===== src/rtl/i2c_status_consts.vh =====
// constants for the two-wire status flag block
`ifndef I2C_STATUS_CONSTS_VH
`define I2C_STATUS_CONSTS_VH
// register word byte offsets
`define OFS_STATUS 4'h0
`define OFS_RECEIVE_HOLD 4'h4
`define OFS_TRANSMIT_HOLD 4'h8
`define OFS_IRQ_STATUS 4'hc
`define OFS_IRQ_MASK 4'h0
`define OFS_CONTROL 4'h0
// status field positions
`define BIT_TRANSMIT_FULL 0
`define BIT_RECEIVE_FULL 1
`define BIT_READ_WRITE 2
`define BIT_START_SEEN 3
`define BIT_STOP_SEEN 4
`define BIT_DATA_ADDR 5
// interrupt status and mask field positions
`define IRQ_RX_DONE 0
`define IRQ_TX_DONE 1
`define IRQ_STOP 2
`define IRQ_ADDR_MATCH 3
`define IRQ_WIDTH 4
// reset values
`define STATUS_RESET 6'h00
`define OWN_ADDR_RESET 7'h2a
`endif


===== src/rtl/bus_edge_watch.v =====
// synchroniser and condition detector for the two bus lines
`timescale 1ns/1ps
module bus_edge_watch (
   // clock and control
   input wire clk_i,
   input wire rst_i,
   input wire ce_i,
   // raw bus lines
   input wire scl_i,
   input wire sda_i,
   // synchronised levels and events
   output reg scl_o,
   output reg sda_o,
   output reg scl_rise_o,
   output reg scl_fall_o,
   output reg start_o,
   output reg stop_o
);
   reg [1:0] scl_sync_ff;
   reg [1:0] sda_sync_ff;
   // ----------------------------------------------------------------
   // two stage synchronisers, then edge and condition decode
   // ----------------------------------------------------------------
   always @(posedge clk_i) begin
      if (rst_i) begin
         scl_sync_ff <= 2'h3;
         sda_sync_ff <= 2'h3;
         scl_o <= 1'b1;
         sda_o <= 1'b1;
         scl_rise_o <= 1'b0;
         scl_fall_o <= 1'b0;
         start_o <= 1'b0;
         stop_o <= 1'b0;
      end else if (ce_i) begin
         scl_sync_ff <= {scl_sync_ff[0], scl_i};
         sda_sync_ff <= {sda_sync_ff[0], sda_i};
         // only the second stage is looked at
         scl_o <= scl_sync_ff[1];
         sda_o <= sda_sync_ff[1];
         scl_rise_o <= scl_sync_ff[1] & ~scl_o;
         scl_fall_o <= ~scl_sync_ff[1] & scl_o;
         // data moving while clock high marks start or stop
         start_o <= scl_sync_ff[1] & scl_o & sda_o & ~sda_sync_ff[1];
         stop_o <= scl_sync_ff[1] & scl_o & ~sda_o & sda_sync_ff[1];
      end
   end
endmodule // bus_edge_watch


===== src/rtl/i2c_status_flags.v =====
// two-wire slave with status flags behind a classic wishbone slave
// Contract
// RULE_01: address match clears, data byte sets data flag
// RULE_02: stop flag set only if stop last
// RULE_03: start flag set only if start last
// RULE_04: direction bit captured from address byte
// RULE_05: receive full set when byte loaded
// RULE_06: software read of receive register clears it
// RULE_07: software write of transmit register sets full
// RULE_08: transmit full clears when byte sent
// RULE_09: six status flags are read-only to software
`timescale 1ns/1ps
`include "i2c_status_consts.vh"
module i2c_status_flags (
   // clock, reset, enable
   input wire clk_i,
   input wire rst_i,
   input wire ce_i,
   // wishbone slave
   input wire cyc_i,
   input wire stb_i,
   input wire we_i,
   input wire [3:0] adr_i,
   input wire [3:0] sel_i,
   input wire [31:0] dat_i,
   output reg [31:0] dat_o,
   output reg ack_o,
   // two-wire bus, open drain
   input wire scl_i,
   input wire sda_i,
   output reg sda_o,
   output reg sda_oe_o,
   // interrupt
   output reg irq_o
);
   // ----------------------------------------------------------------
   // state codes of the serial engine
   // ----------------------------------------------------------------
   localparam ST_IDLE = 3'd0;
   localparam ST_ADDR = 3'd1;
   localparam ST_ADDR_ACK = 3'd2;
   localparam ST_RX = 3'd3;
   localparam ST_RX_ACK = 3'd4;
   localparam ST_TX = 3'd5;
   localparam ST_TX_ACK = 3'd6;

   wire sda_s;
   wire scl_rise;
   wire scl_fall;
   wire start_ev;
   wire stop_ev;

   bus_edge_watch u_watch (
      .clk_i(clk_i),
      .rst_i(rst_i),
      .ce_i(ce_i),
      .scl_i(scl_i),
      .sda_i(sda_i),
      .scl_o(),
      .sda_o(sda_s),
      .scl_rise_o(scl_rise),
      .scl_fall_o(scl_fall),
      .start_o(start_ev),
      .stop_o(stop_ev)
   );

   reg [2:0] state_ff;
   reg [2:0] bit_cnt_ff;
   reg [7:0] shift_ff;
   reg [7:0] receive_holding_reg_ff;
   reg [7:0] transmit_holding_reg_ff;
   reg [6:0] own_addr_ff;
   reg enable_ff;
   reg data_addr_ff;
   reg stop_seen_ff;
   reg start_seen_ff;
   reg read_write_ff;
   reg receive_full_flag_ff;
   reg transmit_full_flag_ff;
   reg [`IRQ_WIDTH-1:0] irq_stat_ff;
   reg [`IRQ_WIDTH-1:0] irq_mask_ff;
   reg nack_ff;

   // ----------------------------------------------------------------
   // bus decode
   // ----------------------------------------------------------------
   wire bus_req = cyc_i & stb_i & ~ack_o;
   wire wr_req = bus_req & we_i;
   wire rd_req = bus_req & ~we_i;
   wire [3:0] ofs = {adr_i[3:2], 2'b00};
   // event strobes from the serial engine
   reg rx_load;
   reg tx_done;
   reg addr_hit;
   reg addr_dir;
   // software side effects
   wire rx_read = rd_req & (ofs == `OFS_RECEIVE_HOLD);
   wire tx_write = wr_req & (ofs == `OFS_TRANSMIT_HOLD) & sel_i[0];

   // ----------------------------------------------------------------
   // serial engine: slave receive and transmit
   // ----------------------------------------------------------------
   always @(posedge clk_i) begin
      if (rst_i) begin
         state_ff <= ST_IDLE;
         bit_cnt_ff <= 3'd0;
         shift_ff <= 8'h00;
         sda_o <= 1'b0;
         sda_oe_o <= 1'b0;
         nack_ff <= 1'b0;
         rx_load <= 1'b0;
         tx_done <= 1'b0;
         addr_hit <= 1'b0;
         addr_dir <= 1'b0;
      end else if (ce_i) begin
         rx_load <= 1'b0;
         tx_done <= 1'b0;
         addr_hit <= 1'b0;
         sda_o <= 1'b0;
         if (!enable_ff || stop_ev) begin
            state_ff <= ST_IDLE;
            sda_oe_o <= 1'b0;
         end else if (start_ev) begin
            // repeated start restarts address reception
            state_ff <= ST_ADDR;
            bit_cnt_ff <= 3'd7;
            sda_oe_o <= 1'b0;
         end else begin
            case (state_ff)
               ST_IDLE: begin
                  sda_oe_o <= 1'b0;
               end
               ST_ADDR: begin
                  if (scl_rise) begin
                     shift_ff <= {shift_ff[6:0], sda_s};
                     bit_cnt_ff <= bit_cnt_ff - 3'd1;
                     if (bit_cnt_ff == 3'd0) begin
                        if (shift_ff[6:0] == own_addr_ff) begin
                           addr_hit <= 1'b1;
                           addr_dir <= sda_s;
                           state_ff <= ST_ADDR_ACK;
                        end else begin
                           state_ff <= ST_IDLE;
                        end
                     end
                  end
               end
               ST_ADDR_ACK: begin
                  // drive ack low across the ninth clock
                  if (scl_fall && !sda_oe_o) begin
                     sda_oe_o <= 1'b1;
                  end else if (scl_fall && sda_oe_o) begin
                     bit_cnt_ff <= 3'd7;
                     if (read_write_ff) begin
                        state_ff <= ST_TX;
                        shift_ff <= transmit_holding_reg_ff;
                        sda_oe_o <= ~transmit_holding_reg_ff[7];
                     end else begin
                        state_ff <= ST_RX;
                        sda_oe_o <= 1'b0;
                     end
                  end else begin
                     sda_o <= 1'b0;
                  end
               end
               ST_RX: begin
                  if (scl_rise) begin
                     shift_ff <= {shift_ff[6:0], sda_s};
                     bit_cnt_ff <= bit_cnt_ff - 3'd1;
                     if (bit_cnt_ff == 3'd0) begin
                        rx_load <= 1'b1;
                        state_ff <= ST_RX_ACK;
                     end
                  end
               end
               ST_RX_ACK: begin
                  if (scl_fall && !sda_oe_o) begin
                     sda_oe_o <= 1'b1;
                  end else if (scl_fall && sda_oe_o) begin
                     sda_oe_o <= 1'b0;
                     bit_cnt_ff <= 3'd7;
                     state_ff <= ST_RX;
                  end
               end
               ST_TX: begin
                  // open drain: enable drives low for a zero bit
                  if (scl_fall) begin
                     bit_cnt_ff <= bit_cnt_ff - 3'd1;
                     if (bit_cnt_ff == 3'd0) begin
                        sda_oe_o <= 1'b0;
                        tx_done <= 1'b1;
                        state_ff <= ST_TX_ACK;
                     end else begin
                        shift_ff <= {shift_ff[6:0], 1'b0};
                        sda_oe_o <= ~shift_ff[6];
                     end
                  end
               end
               ST_TX_ACK: begin
                  if (scl_rise) begin
                     nack_ff <= sda_s;
                  end else if (scl_fall) begin
                     bit_cnt_ff <= 3'd7;
                     if (nack_ff) begin
                        state_ff <= ST_IDLE;
                     end else begin
                        state_ff <= ST_TX;
                        shift_ff <= transmit_holding_reg_ff;
                        sda_oe_o <= ~transmit_holding_reg_ff[7];
                     end
                  end
               end
               default: begin
                  state_ff <= ST_IDLE;
                  sda_oe_o <= 1'b0;
               end
            endcase
         end
      end
   end

   // ----------------------------------------------------------------
   // status flags, hardware owned
   // ----------------------------------------------------------------
   always @(posedge clk_i) begin
      if (rst_i) begin
         data_addr_ff <= 1'b0;
         stop_seen_ff <= 1'b0;
         start_seen_ff <= 1'b0;
         read_write_ff <= 1'b0;
         receive_full_flag_ff <= 1'b0;
         transmit_full_flag_ff <= 1'b0;
         receive_holding_reg_ff <= 8'h00;
      end else if (ce_i) begin
         if (addr_hit) begin
            data_addr_ff <= 1'b0; // [RULE_01]
            read_write_ff <= addr_dir; // [RULE_04]
         end else if (rx_load) begin
            data_addr_ff <= 1'b1; // [RULE_01]
         end
         // whichever condition came last wins
         if (start_ev) begin
            start_seen_ff <= 1'b1; // [RULE_03]
            stop_seen_ff <= 1'b0; // [RULE_02]
         end else if (stop_ev) begin
            start_seen_ff <= 1'b0; // [RULE_03]
            stop_seen_ff <= 1'b1; // [RULE_02]
         end
         // load beats a same-cycle read so no byte is lost
         if (rx_load) begin
            receive_holding_reg_ff <= shift_ff; // byte already complete here
            receive_full_flag_ff <= 1'b1; // [RULE_05]
         end else if (rx_read) begin
            receive_full_flag_ff <= 1'b0; // [RULE_06]
         end
         if (tx_write) begin
            transmit_full_flag_ff <= 1'b1; // [RULE_07]
         end else if (tx_done) begin
            transmit_full_flag_ff <= 1'b0; // [RULE_08]
         end
      end
   end

   // ----------------------------------------------------------------
   // software registers: control, transmit data, interrupts
   // ----------------------------------------------------------------
   wire [`IRQ_WIDTH-1:0] irq_ev = {addr_hit, stop_ev, tx_done, rx_load};
   always @(posedge clk_i) begin
      if (rst_i) begin
         enable_ff <= 1'b0;
         own_addr_ff <= `OWN_ADDR_RESET;
         transmit_holding_reg_ff <= 8'h00;
         irq_stat_ff <= {`IRQ_WIDTH{1'b0}};
         irq_mask_ff <= {`IRQ_WIDTH{1'b0}};
      end else if (ce_i) begin
         if (tx_write) begin
            transmit_holding_reg_ff <= dat_i[7:0];
         end
         // status writes reach only the enable and own address: flags change only by hardware
         if (wr_req && ofs == `OFS_STATUS && sel_i[1]) begin
            enable_ff <= dat_i[15]; // [RULE_09]
         end
         if (wr_req && ofs == 4'h0 && sel_i[2]) begin
            own_addr_ff <= dat_i[22:16];
         end
         if (wr_req && ofs == `OFS_IRQ_STATUS && sel_i[0]) begin
            // new event wins over write-one-to-clear
            irq_stat_ff <= (irq_stat_ff & ~dat_i[`IRQ_WIDTH-1:0]) | irq_ev;
         end else begin
            irq_stat_ff <= irq_stat_ff | irq_ev;
         end
         if (wr_req && ofs == `OFS_IRQ_STATUS && sel_i[1]) begin
            irq_mask_ff <= dat_i[`IRQ_WIDTH+7:8];
         end
      end
   end

   // ----------------------------------------------------------------
   // read mux, ack and interrupt line
   // ----------------------------------------------------------------
   always @(posedge clk_i) begin
      if (rst_i) begin
         ack_o <= 1'b0;
         dat_o <= 32'h00000000;
         irq_o <= 1'b0;
      end else if (ce_i) begin
         ack_o <= bus_req; // one wait state, unmapped reads give zero
         irq_o <= |(irq_stat_ff & irq_mask_ff);
         dat_o <= 32'h00000000;
         if (rd_req) begin
            case (ofs)
               `OFS_STATUS: dat_o <= {9'h000, own_addr_ff, enable_ff, 9'h000,
                  data_addr_ff, stop_seen_ff, start_seen_ff, read_write_ff,
                  receive_full_flag_ff, transmit_full_flag_ff};
               `OFS_RECEIVE_HOLD: dat_o <= {24'h000000, receive_holding_reg_ff};
               `OFS_TRANSMIT_HOLD: dat_o <= {24'h000000, transmit_holding_reg_ff};
               `OFS_IRQ_STATUS: dat_o <= {20'h00000, irq_mask_ff, 4'h0, irq_stat_ff};
               default: dat_o <= 32'h00000000;
            endcase
         end
      end
   end
endmodule // i2c_status_flags


===== config.mk =====
export PLATFORM = sky130hd
export DESIGN_NAME = i2c_status_flags
export DESIGN_NICKNAME = d
export VERILOG_FILES = /design/src/rtl/bus_edge_watch.v /design/src/rtl/i2c_status_flags.v
export VERILOG_INCLUDE_DIRS = /design/src /design/src/rtl
export SDC_FILE = /design/constraint.sdc
export NUM_CORES = 1
export LEC_CHECK = 0
export ABC_AREA = 1
export ABC_CLOCK_PERIOD_IN_PS = 3800
export BUFFER_PORTS_ARGS = -buffer_cell sky130_fd_sc_hd__buf_2
export CORE_AREA = 2 2 68 118
export DETAILED_ROUTE_END_ITERATION = 10
export DIE_AREA = 0 0 70 120
export PLACE_DENSITY = 0.86
export SYNTH_ARGS = -nofsm -noshare
export SYNTH_HDL_FRONTEND = slang
export SYNTH_SLANG_ARGS = --single-unit

===== constraint.sdc =====
create_clock -name clk_i -period 3.8 [get_ports clk_i]
set_input_delay 0.19 -clock clk_i [delete_from_list [all_inputs] [get_ports clk_i]]
set_output_delay 0.19 -clock clk_i [all_outputs]
set_load 0.005 [all_outputs]

**Yosys cells after proc, flatten, opt, wreduce, memory -nomap -nowiden**

Index checks and enable logic that the tools add are counted.
W data, S select, Z words.

- Add/sub/neg operators: 1
- Eq/ne operators: 42
- Mux-type cells: 77
- Bitwise operators: 29
- Reductions and logical operators: 39

Operators by type and width:

| operator | count |
|---|---|
| $pmux W23 S4 | 1 |
| $mux W8 | 9 |
| $mux W3 | 23 |
| $mux W1 | 37 |
| $ne A4 B3 Y1 const B | 8 |
| $pmux W8 S4 | 1 |
| $mux W23 | 1 |
| $pmux W3 S7 | 1 |
| $reduce_and A2 Y1 | 10 |
| $ne A4 B2 Y1 const B | 4 |
| $ne A3 B1 Y1 const B | 5 |
| $and A1 B1 Y1 | 14 |
| $reduce_and A14 Y1 | 1 |
| $reduce_and A13 Y1 | 1 |
| $ne A2 B2 Y1 const B | 6 |
| $pmux W3 S4 | 1 |
| $ne A5 B4 Y1 const B | 2 |
| $not A1 Y1 | 10 |
| $eq A3 B3 Y1 const B | 3 |
| $reduce_and A9 Y1 | 1 |
| $and A4 B4 Y4 | 2 |
| $logic_and A1 B1 Y1 | 8 |
| $or A4 B4 Y4 | 2 |
| $reduce_and A8 Y1 | 1 |
| other kinds (25) | 36 |

- Register bits after elaboration: 102
- Input port bits: 48
- Output and inout bits: 36
- Word-level logic and storage cells: 220

**Logic depth before layout (Yosys ltp)**

Gate-level depths: netlist of run 1.

- Word-level depth: 7
- Gate-level depth with buffers: 11
- Mapped depth without buffers: 11

**Cells and area by module**

From an unflattened synthesis of run 1, not the netlist that was laid out.

- Cell total of the unflattened synthesis: 633
- Area, all modules: 4383.0 sq um

Modules (own cells, without submodules):

| module | times used | cells each | area each (sq um) | sequential area each (sq um) |
|---|---|---|---|---|
| i2c_status_flags | 1 | 585 | 4005.1 | 1601.5 |
| bus_edge_watch | 1 | 48 | 377.9 | 200.2 |

**Worst setup path after synthesis of run 1**

No wires, ideal clock.

- Path kind: reg2reg
- From: reg state_ff[0]
- To: reg shift_ff[0]
- Library setup time: 0.112 ns
- Data arrival time: 1.277 ns
- Data required time: 3.688 ns
- Path slack: 2.411 ns
- Cell stages (with the launch flop): 10
- Buffers on the path: 0
- Clock period less this slack: 1.389 ns
- Path through: dfxtp_1 > nand2_1 > nor2_4 > nor2_2 > nand2_1 > nand3_1 > nor2_4 > nand3_1 > nand2_1 > nor2_1

- Longest elaborated chain between the ends: 4
- Elaborated cells on any way between the ends: 18
- Classes of those cells: eq/ne: 14; mux: 1; reduce/logical: 3

RTL lines:

| element | RTL line | text |
|---|---|---|
| start, declared | i2c_status_flags.v:67 | `reg [2:0] state_ff;` |
| start signal, assigned | i2c_status_flags.v:105 | `state_ff <= ST_IDLE;` |
| start signal, assigned | i2c_status_flags.v:121 | `state_ff <= ST_IDLE;` |
| start signal, assigned | i2c_status_flags.v:125 | `state_ff <= ST_ADDR;` |
| $eq A3 B2 Y1 / $eq A3 B1 Y1 (equally long branches) | i2c_status_flags.v:129 | `case (state_ff)` |
| $reduce_or A2 Y1 (no line) | - |  |
| $ne A2 B1 Y1 (no line) / $reduce_bool A4 Y1 (equally long branches) | - |  |
| $reduce_and A13 Y1 (no line) | - |  |
| end signal, assigned | i2c_status_flags.v:135 | `shift_ff <= {shift_ff[6:0], sda_s};` |
| end signal, assigned | i2c_status_flags.v:156 | `shift_ff <= transmit_holding_reg_ff;` |
| end signal, assigned | i2c_status_flags.v:168 | `shift_ff <= {shift_ff[6:0], sda_s};` |
| end, declared | i2c_status_flags.v:69 | `reg [7:0] shift_ff;` |

Parallel ways exist; a longest one is shown, timed or not.
A chain may end at the register's enable or synchronous reset.

**Worst setup path in the final report of run 1**

- From: reg state_ff[2]
- To: reg shift_ff[5]

The elaborated chain is that of the path after synthesis.

==> results.md, run 1 <==
- Outcome: finished clean
- Most used DFF post-synth: dfxtp_1
- Overall Global Routing Usage: 0.272
- Die Ht: approximately 120 µm
- Hold Crit Endpoint: own_addr_ff[1]$_SDFFE_PP1P_
- CTS Root Cell: clkbuf_16
- Die W: 70 µm
- Clock Pin Slew Worst Setup and Hold Paths: 0.06 ns
- # diodes: 0
- Synth Cell Area: roughly 0.0043 mm²
- Syn Inst Count: about 630
- Starting density of the core: 0.573
- Hold Path Depth: 3
- Share of layout cells above drive strength 1: 0.126
- Power per cell area: a little over 400 mW/mm²
- Worst-margin pin slew: 0.963 ns
- Area Growth Syn to Fin: 13.1%
- Setup_tns: 0 ns
- Synth area leaders: dfxtp_1, nand2_1, a21oi_1
- Post CTS Setup Buffer Count: 0
- Detailed router's first-iteration violation count: 308
- Min Tclk post-route: 1.97 ns
- Final hold vios: 0
- I/O Buffers: 55
- Synth area leader: dfxtp_1
- RSZ-0062 raised after global routing: false
- Io pins: between 80 and 90
- Placed cell count: roughly 760
- CP Launch Type: flop
- Fillers: between 600 and 700
- CTS tree: done
- H-tree levels: 3
- Largest net degree at the start of global routing: 44
- Vias in the first global route: around 4000
- ANT nets after route: 0
- Non-Filler Instances: around 770
- Final Skew: slightly above 0.006 ns
- Top cells by count, synth: nand2_1, dfxtp_1, a21oi_1, inv_1, nor2_1
- # rows: 42
- Synthesis Warnings: 0
- Vias: between 4000 and 5000
- Routed WL per cell: ~15 µm
- Share of the synthesized area in the top cell type: 0.421
- Avg Inst Size Synth: 6.76 µm²
- Post-synth ARST share: 0
- DIE AREA: roughly 0.0084 mm²
- Max transition margin: 0.357
- Total congestion overflow: 0
- RR Startpoint: state_ff[2]$_SDFFE_PP0P_
- Fmax: 507 MHz
- Routability cong.: between 0.9 and 1
- Seq cells post-synth: 90
- Worst IR Drop VDD: approximately 0.25 mV
- NumNets Final: ~730
- Clock Path Buffers: 2
- WP data required: between 4 and 5 ns
- Pwr Total: approximately 2.0 mW
- First-pass GRT wire length: around 18000 µm
- Static leakage: 2.09 nW
- Setup slack, reg-to-reg: 1.83 ns
- Max_cap viols: 0
- Number of flops mapped to enable cells by yosys: 0
- Critical path data arrival time: roughly 2.2 ns
- CP endpoint kind: flop
- Worst skew pair latency: 0.34 ns
- Min-delay worst type: input port to flop
- # hold bufs at CTS: 0
- # DRC: 0
- Drt total wl: about 11000 µm
- WS Path Type: flop to flop
- Clock sink total: 90
- # setup viols final: 0
- Final critical-path share of the clock period: 0.519
- Hold Startpoint: dat_i[17]
- Drt first pass iters: 7
- Initial antenna violation count: 0
- R2r endpoint: shift_ff[5]$_SDFFE_PP0P_
- DP HPWL: about 8400 µm
- TritonCTS Buffers: 9
- Slew Viols, Final: 0
- Critical path fanouts, max: 10
- Reg2reg path depth: 9
- Seq/Total Area, Yosys: 0.421
- Most frequent cell after synthesis: nand2_1
- Via density: roughly 5.6
- Cts repair resizes: 0
- CORE AREA: 0.00746 mm²
- Synth cell types: 31
## kinds of logic after synthesis
logic type               count (synthesis)  synth area share
AO/OA/AOI/OAI                          138             0.171
flip-flops                              90             0.421
buffers and inverters                  112             0.112
adder cells (fa/ha/maj)                  2           0.00585
XOR/XNOR                                 5            0.0102
other                                    1          0.000877
AND/OR/NAND/NOR                        284             0.279
## layout by cell type (no fill, tap or decap), types with 2 or more instances in the layout
master     netlist  final
nand2_1        145    145
ha_1             2      2
inv_1           72     72
nor2_1          72     72
a21oi_1         75     75
dfxtp_1         90     90
a211oi_1         6      6
clkinv_4         0      2
clkbuf_16        0      9
buf_2            4     55
conb_1           1     13
o21ai_1          2      2
clkbuf_1        16      3
nand4_1          4      4
buf_4           14      4
o22ai_1          3      3
o21ai_0         45     45
nor2_4           2      2
nor2_2           4      4
nand3_1         50     50
o211ai_1         4      4
xnor2_1          5      5
nor3_1           2      2
inv_2            5      5
## worst max-delay path, cell delays in order, from the launching register on
cell	delay, ns
dfxtp_1	0.48
inv_2	0.15
nand2_2	0.16
nor2_1	0.08
nor2_1	0.28
nand2_1	0.11
nor2_2	0.31
nand3_1	0.12
nand2_1	0.13
nor2_1	0.06
## stage by stage
stage,hold slack (ns),setup slack [ns],cell area (µm²),utilization
global placement,0.397,1.85,4550,0.609
detailed placement,0.399,1.81,4550,0.609
CTS,0.0476,1.88,4840,0.648
global route,0.0566,1.66,4840,0.648
floorplan,0.303,2.41,4320,-
finish,0.0534,1.83,4840,0.648
## final cells by class
| cell class | instances | area [µm²] | share of cell area |
|---|---|---|---|
| well taps | 88 | 110 | 0.0228 |
| multi-input cells | 442 | 2040 | 0.422 |
| clock inverters | 4 | 52.6 | 0.0109 |
| inverters | 77 | 289 | 0.0598 |
| flip-flops and latches | 90 | 1800 | 0.373 |
| repair buffers | 59 | 305 | 0.0631 |
| clock buffers | 12 | 236 | 0.0489 |
## worst max path at each step
stage	from	to	slack, ns
after floorplan	state_ff[0]$_SDFFE_PP0P_	shift_ff[0]$_SDFFE_PP0P_	2.41
after global placement	ce_i	shift_ff[5]$_SDFFE_PP0P_	1.85
final	state_ff[2]$_SDFFE_PP0P_	shift_ff[5]$_SDFFE_PP0P_	1.83
after global routing	state_ff[2]$_SDFFE_PP0P_	shift_ff[0]$_SDFFE_PP0P_	1.66
after detailed placement	rst_i	receive_holding_reg_ff[1]$_SDFFE_PP0P_	1.81
after CTS	state_ff[2]$_SDFFE_PP0P_	shift_ff[5]$_SDFFE_PP0P_	1.88
## report_power, final
group / internal (mW) / total, mW / leakage, nW / switching, mW
sequential: 0.955 / 0.969 / 0.728 / 0.0141
clock: 0.511 / 0.871 / 0.141 / 0.359
combinational: 0.0430 / 0.144 / 1.22 / 0.101
## state kept, by name, indices dropped and copies added, names as in the netlist, 3 cells and up
register                 count
dat_o                       20
receive_holding_reg_ff       8
shift_ff                     8
transmit_holding_reg_ff      8
own_addr_ff                  7
irq_mask_ff                  4
irq_stat_ff                  4
bit_cnt_ff                   3
state_ff                     3
## routing by layer
metal  GRT usage  vias up  share of wire
met1       0.261     1985           0.35
met5           0        -              0
met3      0.0462       43          0.049
met2       0.511      168           0.54
met4       0.188        0          0.059
li1            -     2109              -
Power figures use the tool's default switching activity.
==> run 2: changes to the inputs <==
ABC_AREA = 0   (was 1)
ABC_CLOCK_PERIOD_IN_PS = 1730   (was 3800)
CORE_AREA = 2 2 73 127   (was 2 2 68 118)
DIE_AREA = 0 0 75 129   (was 0 0 70 120)
PLACE_DENSITY = 0.78   (was 0.86)
clock period = 1.73 ns   (was 3.8 ns; I/O delays follow)
==> run 2 against run 1 <==
Against the previous run: synthesized cell count is 26% lower; area after synthesis is 3.1% lower; flip-flop and latch count stayed put; combinational power is 52% higher; largest power group unchanged; count of clock-buffer cells in the layout stayed put.
==> results.md, run 2 <==
- Outcome: finished clean
- Slew Viols, Final: 0 (unchanged)
- Drt total wl: 11500 µm (+0.94%)
- Initial antenna violation count: 0 (unchanged)
- Fillers: 698 (+4.8%)
- CP endpoint kind: flop
- Metal-1 WL: 4070 µm (+1.7%)
- Wire length on met3: 481 µm (-13%)
- Drt first pass iters: 5 (-2)
- # diodes: 0 (unchanged)
- CTS Root Cell: clkbuf_16
- Hold WS: 0.00183 ns (-0.0516 ns)
- Post-synth ARST share: 0 (unchanged)
- Routed WL per cell: 16.8 µm (+14%)
- Placed cell count: 649 (-14%)
- NumNets Final: 613 (-16%)
- Pwr Total: 4.11 mW (+110%)
- Min-delay worst type: input port to flop
- Clock Path Buffers: 2 (unchanged)
- Die Ht: 129 µm (+7.5%)
- Min Tclk post-route: 1.72 ns (-0.256 ns)
- DR WL met2: 6300 µm (+2.5%)
- Share of the synthesized area in the top cell type: 0.435 (+0.0135)
- Final critical-path share of the clock period: 0.993 (+0.473)
- Max layer used: met4
- Synth Cell Area: 0.00414 mm² (-3.1%)
- Synth area leaders: dfxtp_1, mux2i_1, nor2_1
- Critical path fanouts, max: 4 (-6)
- Max_cap viols: 0 (unchanged)
- Total congestion overflow: 0 (unchanged)
- Detailed router's first-iteration violation count: 262 (-15%)
- # DRC: 0 (unchanged)
- Via density: 5.56 (-0.23%)
- Syn Inst Count: 469 (-26%)
- Vias in the first global route: 3660 (-8.6%)
- Max transition margin: 0.655 (+0.298)
- Non-Filler Instances: 685 (-11%)
- Worst skew pair latency: 0.34 ns (about the same)
- CORE AREA: 0.00861 mm² (+15%)
- Multiplexer area fraction after synthesis: 0.121 (+0.121)
- Final Skew: 0.00592 ns (-0.000161 ns)
- Largest Register: dat_o
- I/O Buffers: 55 (unchanged)
- Routability cong.: 0.952 (about the same)
- Commonest non-fill, non-tap cell in the layout: dfxtp_1
- Hold Startpoint: dat_i[22]
- First-pass GRT wire length: 17800 µm (-0.92%)
- Synth cell types: 56 (+81%)
- Adder-cell share of the synthesized area: 0.00604 (+0.000187)
- WP data required: 1.96 ns (-2.08 ns)
- Synth area leader: dfxtp_1
- Max reg flops: 20 (unchanged)
- Starting density of the core: 0.481 (-0.0920)
- # setup viols final: 0 (unchanged)
- Synthesis Warnings: 0 (unchanged)
- Critical path data arrival time: 1.95 ns (-0.26 ns)
- H-tree levels: 3 (unchanged)
- Share of layout cells above drive strength 1: 0.252 (+0.126)
- Final hold vios: 0 (unchanged)
- Setup_tns: 0 ns (unchanged)
- # rows: 45 (+7.1%)
- Most used DFF post-synth: dfxtp_1
- Compound-Gate Fraction of Synth Area: 0.171 (+0.000328)
- Power per cell area: 782 mW/mm² (+91%)
- Most frequent cell after synthesis: dfxtp_1
- Most frequent cells in the layout: dfxtp_1, nor2_1, buf_2
- Largest net degree at the start of global routing: 59 (+34%)
- Seq/Total Area, Yosys: 0.435 (+0.0135)
- Largest family of logic cells by synthesized area: simple AND/OR/NAND/NOR gates
- TritonCTS Buffers: 9 (unchanged)
- RSZ-0062 raised after global routing: true
- RR Startpoint: bit_cnt_ff[0]$_SDFFE_PP0P_
- DIE AREA: 0.00968 mm² (+15%)
- Top cells by count, synth: dfxtp_1, nor2_1, nand2_1, mux2i_1, a21oi_1
- Number of flops mapped to enable cells by yosys: 0 (unchanged)
- Clock sink total: 90 (unchanged)
- Worst IR Drop VDD: 0.803 mV (+220%)
- CP Launch Type: flop
- Static leakage: 2.23 nW (+7.0%)
- Overall Global Routing Usage: 0.246 (-0.0265)
- WS Path Type: flop to flop
- Avg Inst Size Synth: 8.83 µm² (+31%)
- Final core utilization: 0.611 (-0.0373)
- Fmax: 582 MHz (+15%)
- Vias: 3811 (-11%)
- DP HPWL: 8300 µm (-0.83%)
- Area Growth Syn to Fin: 27.0%
- Seq cells post-synth: 90 (unchanged)
- Synth Area in Simple Gates: 0.180 (-0.0995)
- CP Launch Point: bit_cnt_ff[0]$_SDFFE_PP0P_
- Clock Pin Slew Worst Setup and Hold Paths: 0.06 ns (about the same)
- CTS tree: done
- ANT nets after route: 0 (unchanged)
- XOR/XNOR Fraction of Synth Area: 0.0169 (+0.00667)
- Die W: 75 µm (+7.1%)
- Io pins: 84 (unchanged)
- Worst-margin pin slew: 0.516 ns (-0.447 ns)
run 2: critical path, stage by stage (launching register included):
cell	delay, ns
dfxtp_2	0.33
inv_2	0.07
ha_4	0.11
nor2b_4	0.19
inv_1	0.06
a222oi_1	0.34
o221ai_1	0.21
mux2_2	0.30
run 2: layout make-up:
type	count	area, µm²	share of cell area
clock buffers	12	246	0.0468
clock inverters	4	27.5	0.00523
inverters	17	63.8	0.0121
multi-input cells	333	2180	0.414
flip-flops and latches	90	1810	0.345
well taps	117	146	0.0278
repair buffers	112	785	0.149
run 2: cells by family (layout without fill, tap and decap cells):
family          after synthesis  count (layout)
xor+xnor                      8               8
mux                          45              45
compound gates              101             101
other cells                   1              13
simple gates                164             164
buf+inv                      58             145
flops                        90              90
fa+ha+maj                     2               2
run 2: metrics by stage:
| stage | cell area (µm²) | setup slack (ns) |
|---|---|---|
| after floorplan | 4190 | 0.0105 |
| after global placement | 4690 | -0.0714 |
| after detailed placement | 4690 | -0.172 |
| after CTS | 5220 | -0.00374 |
| after global routing | 5260 | -0.0909 |
| final | 5260 | 0.0123 |
run 2: where the power goes:
| group | switching [mW] | total [mW] | internal, mW |
|---|---|---|---|
| combinational | 0.127 | 0.219 | 0.0924 |
| sequential | 0.00994 | 2.09 | 2.08 |
| clock | 0.792 | 1.81 | 1.01 |
| total | 0.928 | 4.11 | 3.19 |
run 2: final timing paths:
kind	depth (start not counted)	slack, ns	endpoint
min	3	0.002	own_addr_ff[6]$_SDFFE_PP0P_
max reg2reg	7	0.01	state_ff[2]$_SDFFE_PP0P_
max	7	0.01	state_ff[2]$_SDFFE_PP0P_
min reg2reg	2	0.46	receive_holding_reg_ff[2]$_SDFFE_PP0P_
run 2: per-layer routing:
metal  global-route usage  up-vias
met2                0.440      143
met4                0.149        0
met5                    0        -
li1                     -     1813
met1                0.251     1813
met3               0.0493       42
run 2: repair_timing:
item,CTS,global route
resized for setup,19,14
hold endpoints to repair,15,0
gates cloned,1,0
hold buffers,15,0
endpoints found under the setup margin,24,28
pin swaps,4,15
setup buffers,3,2
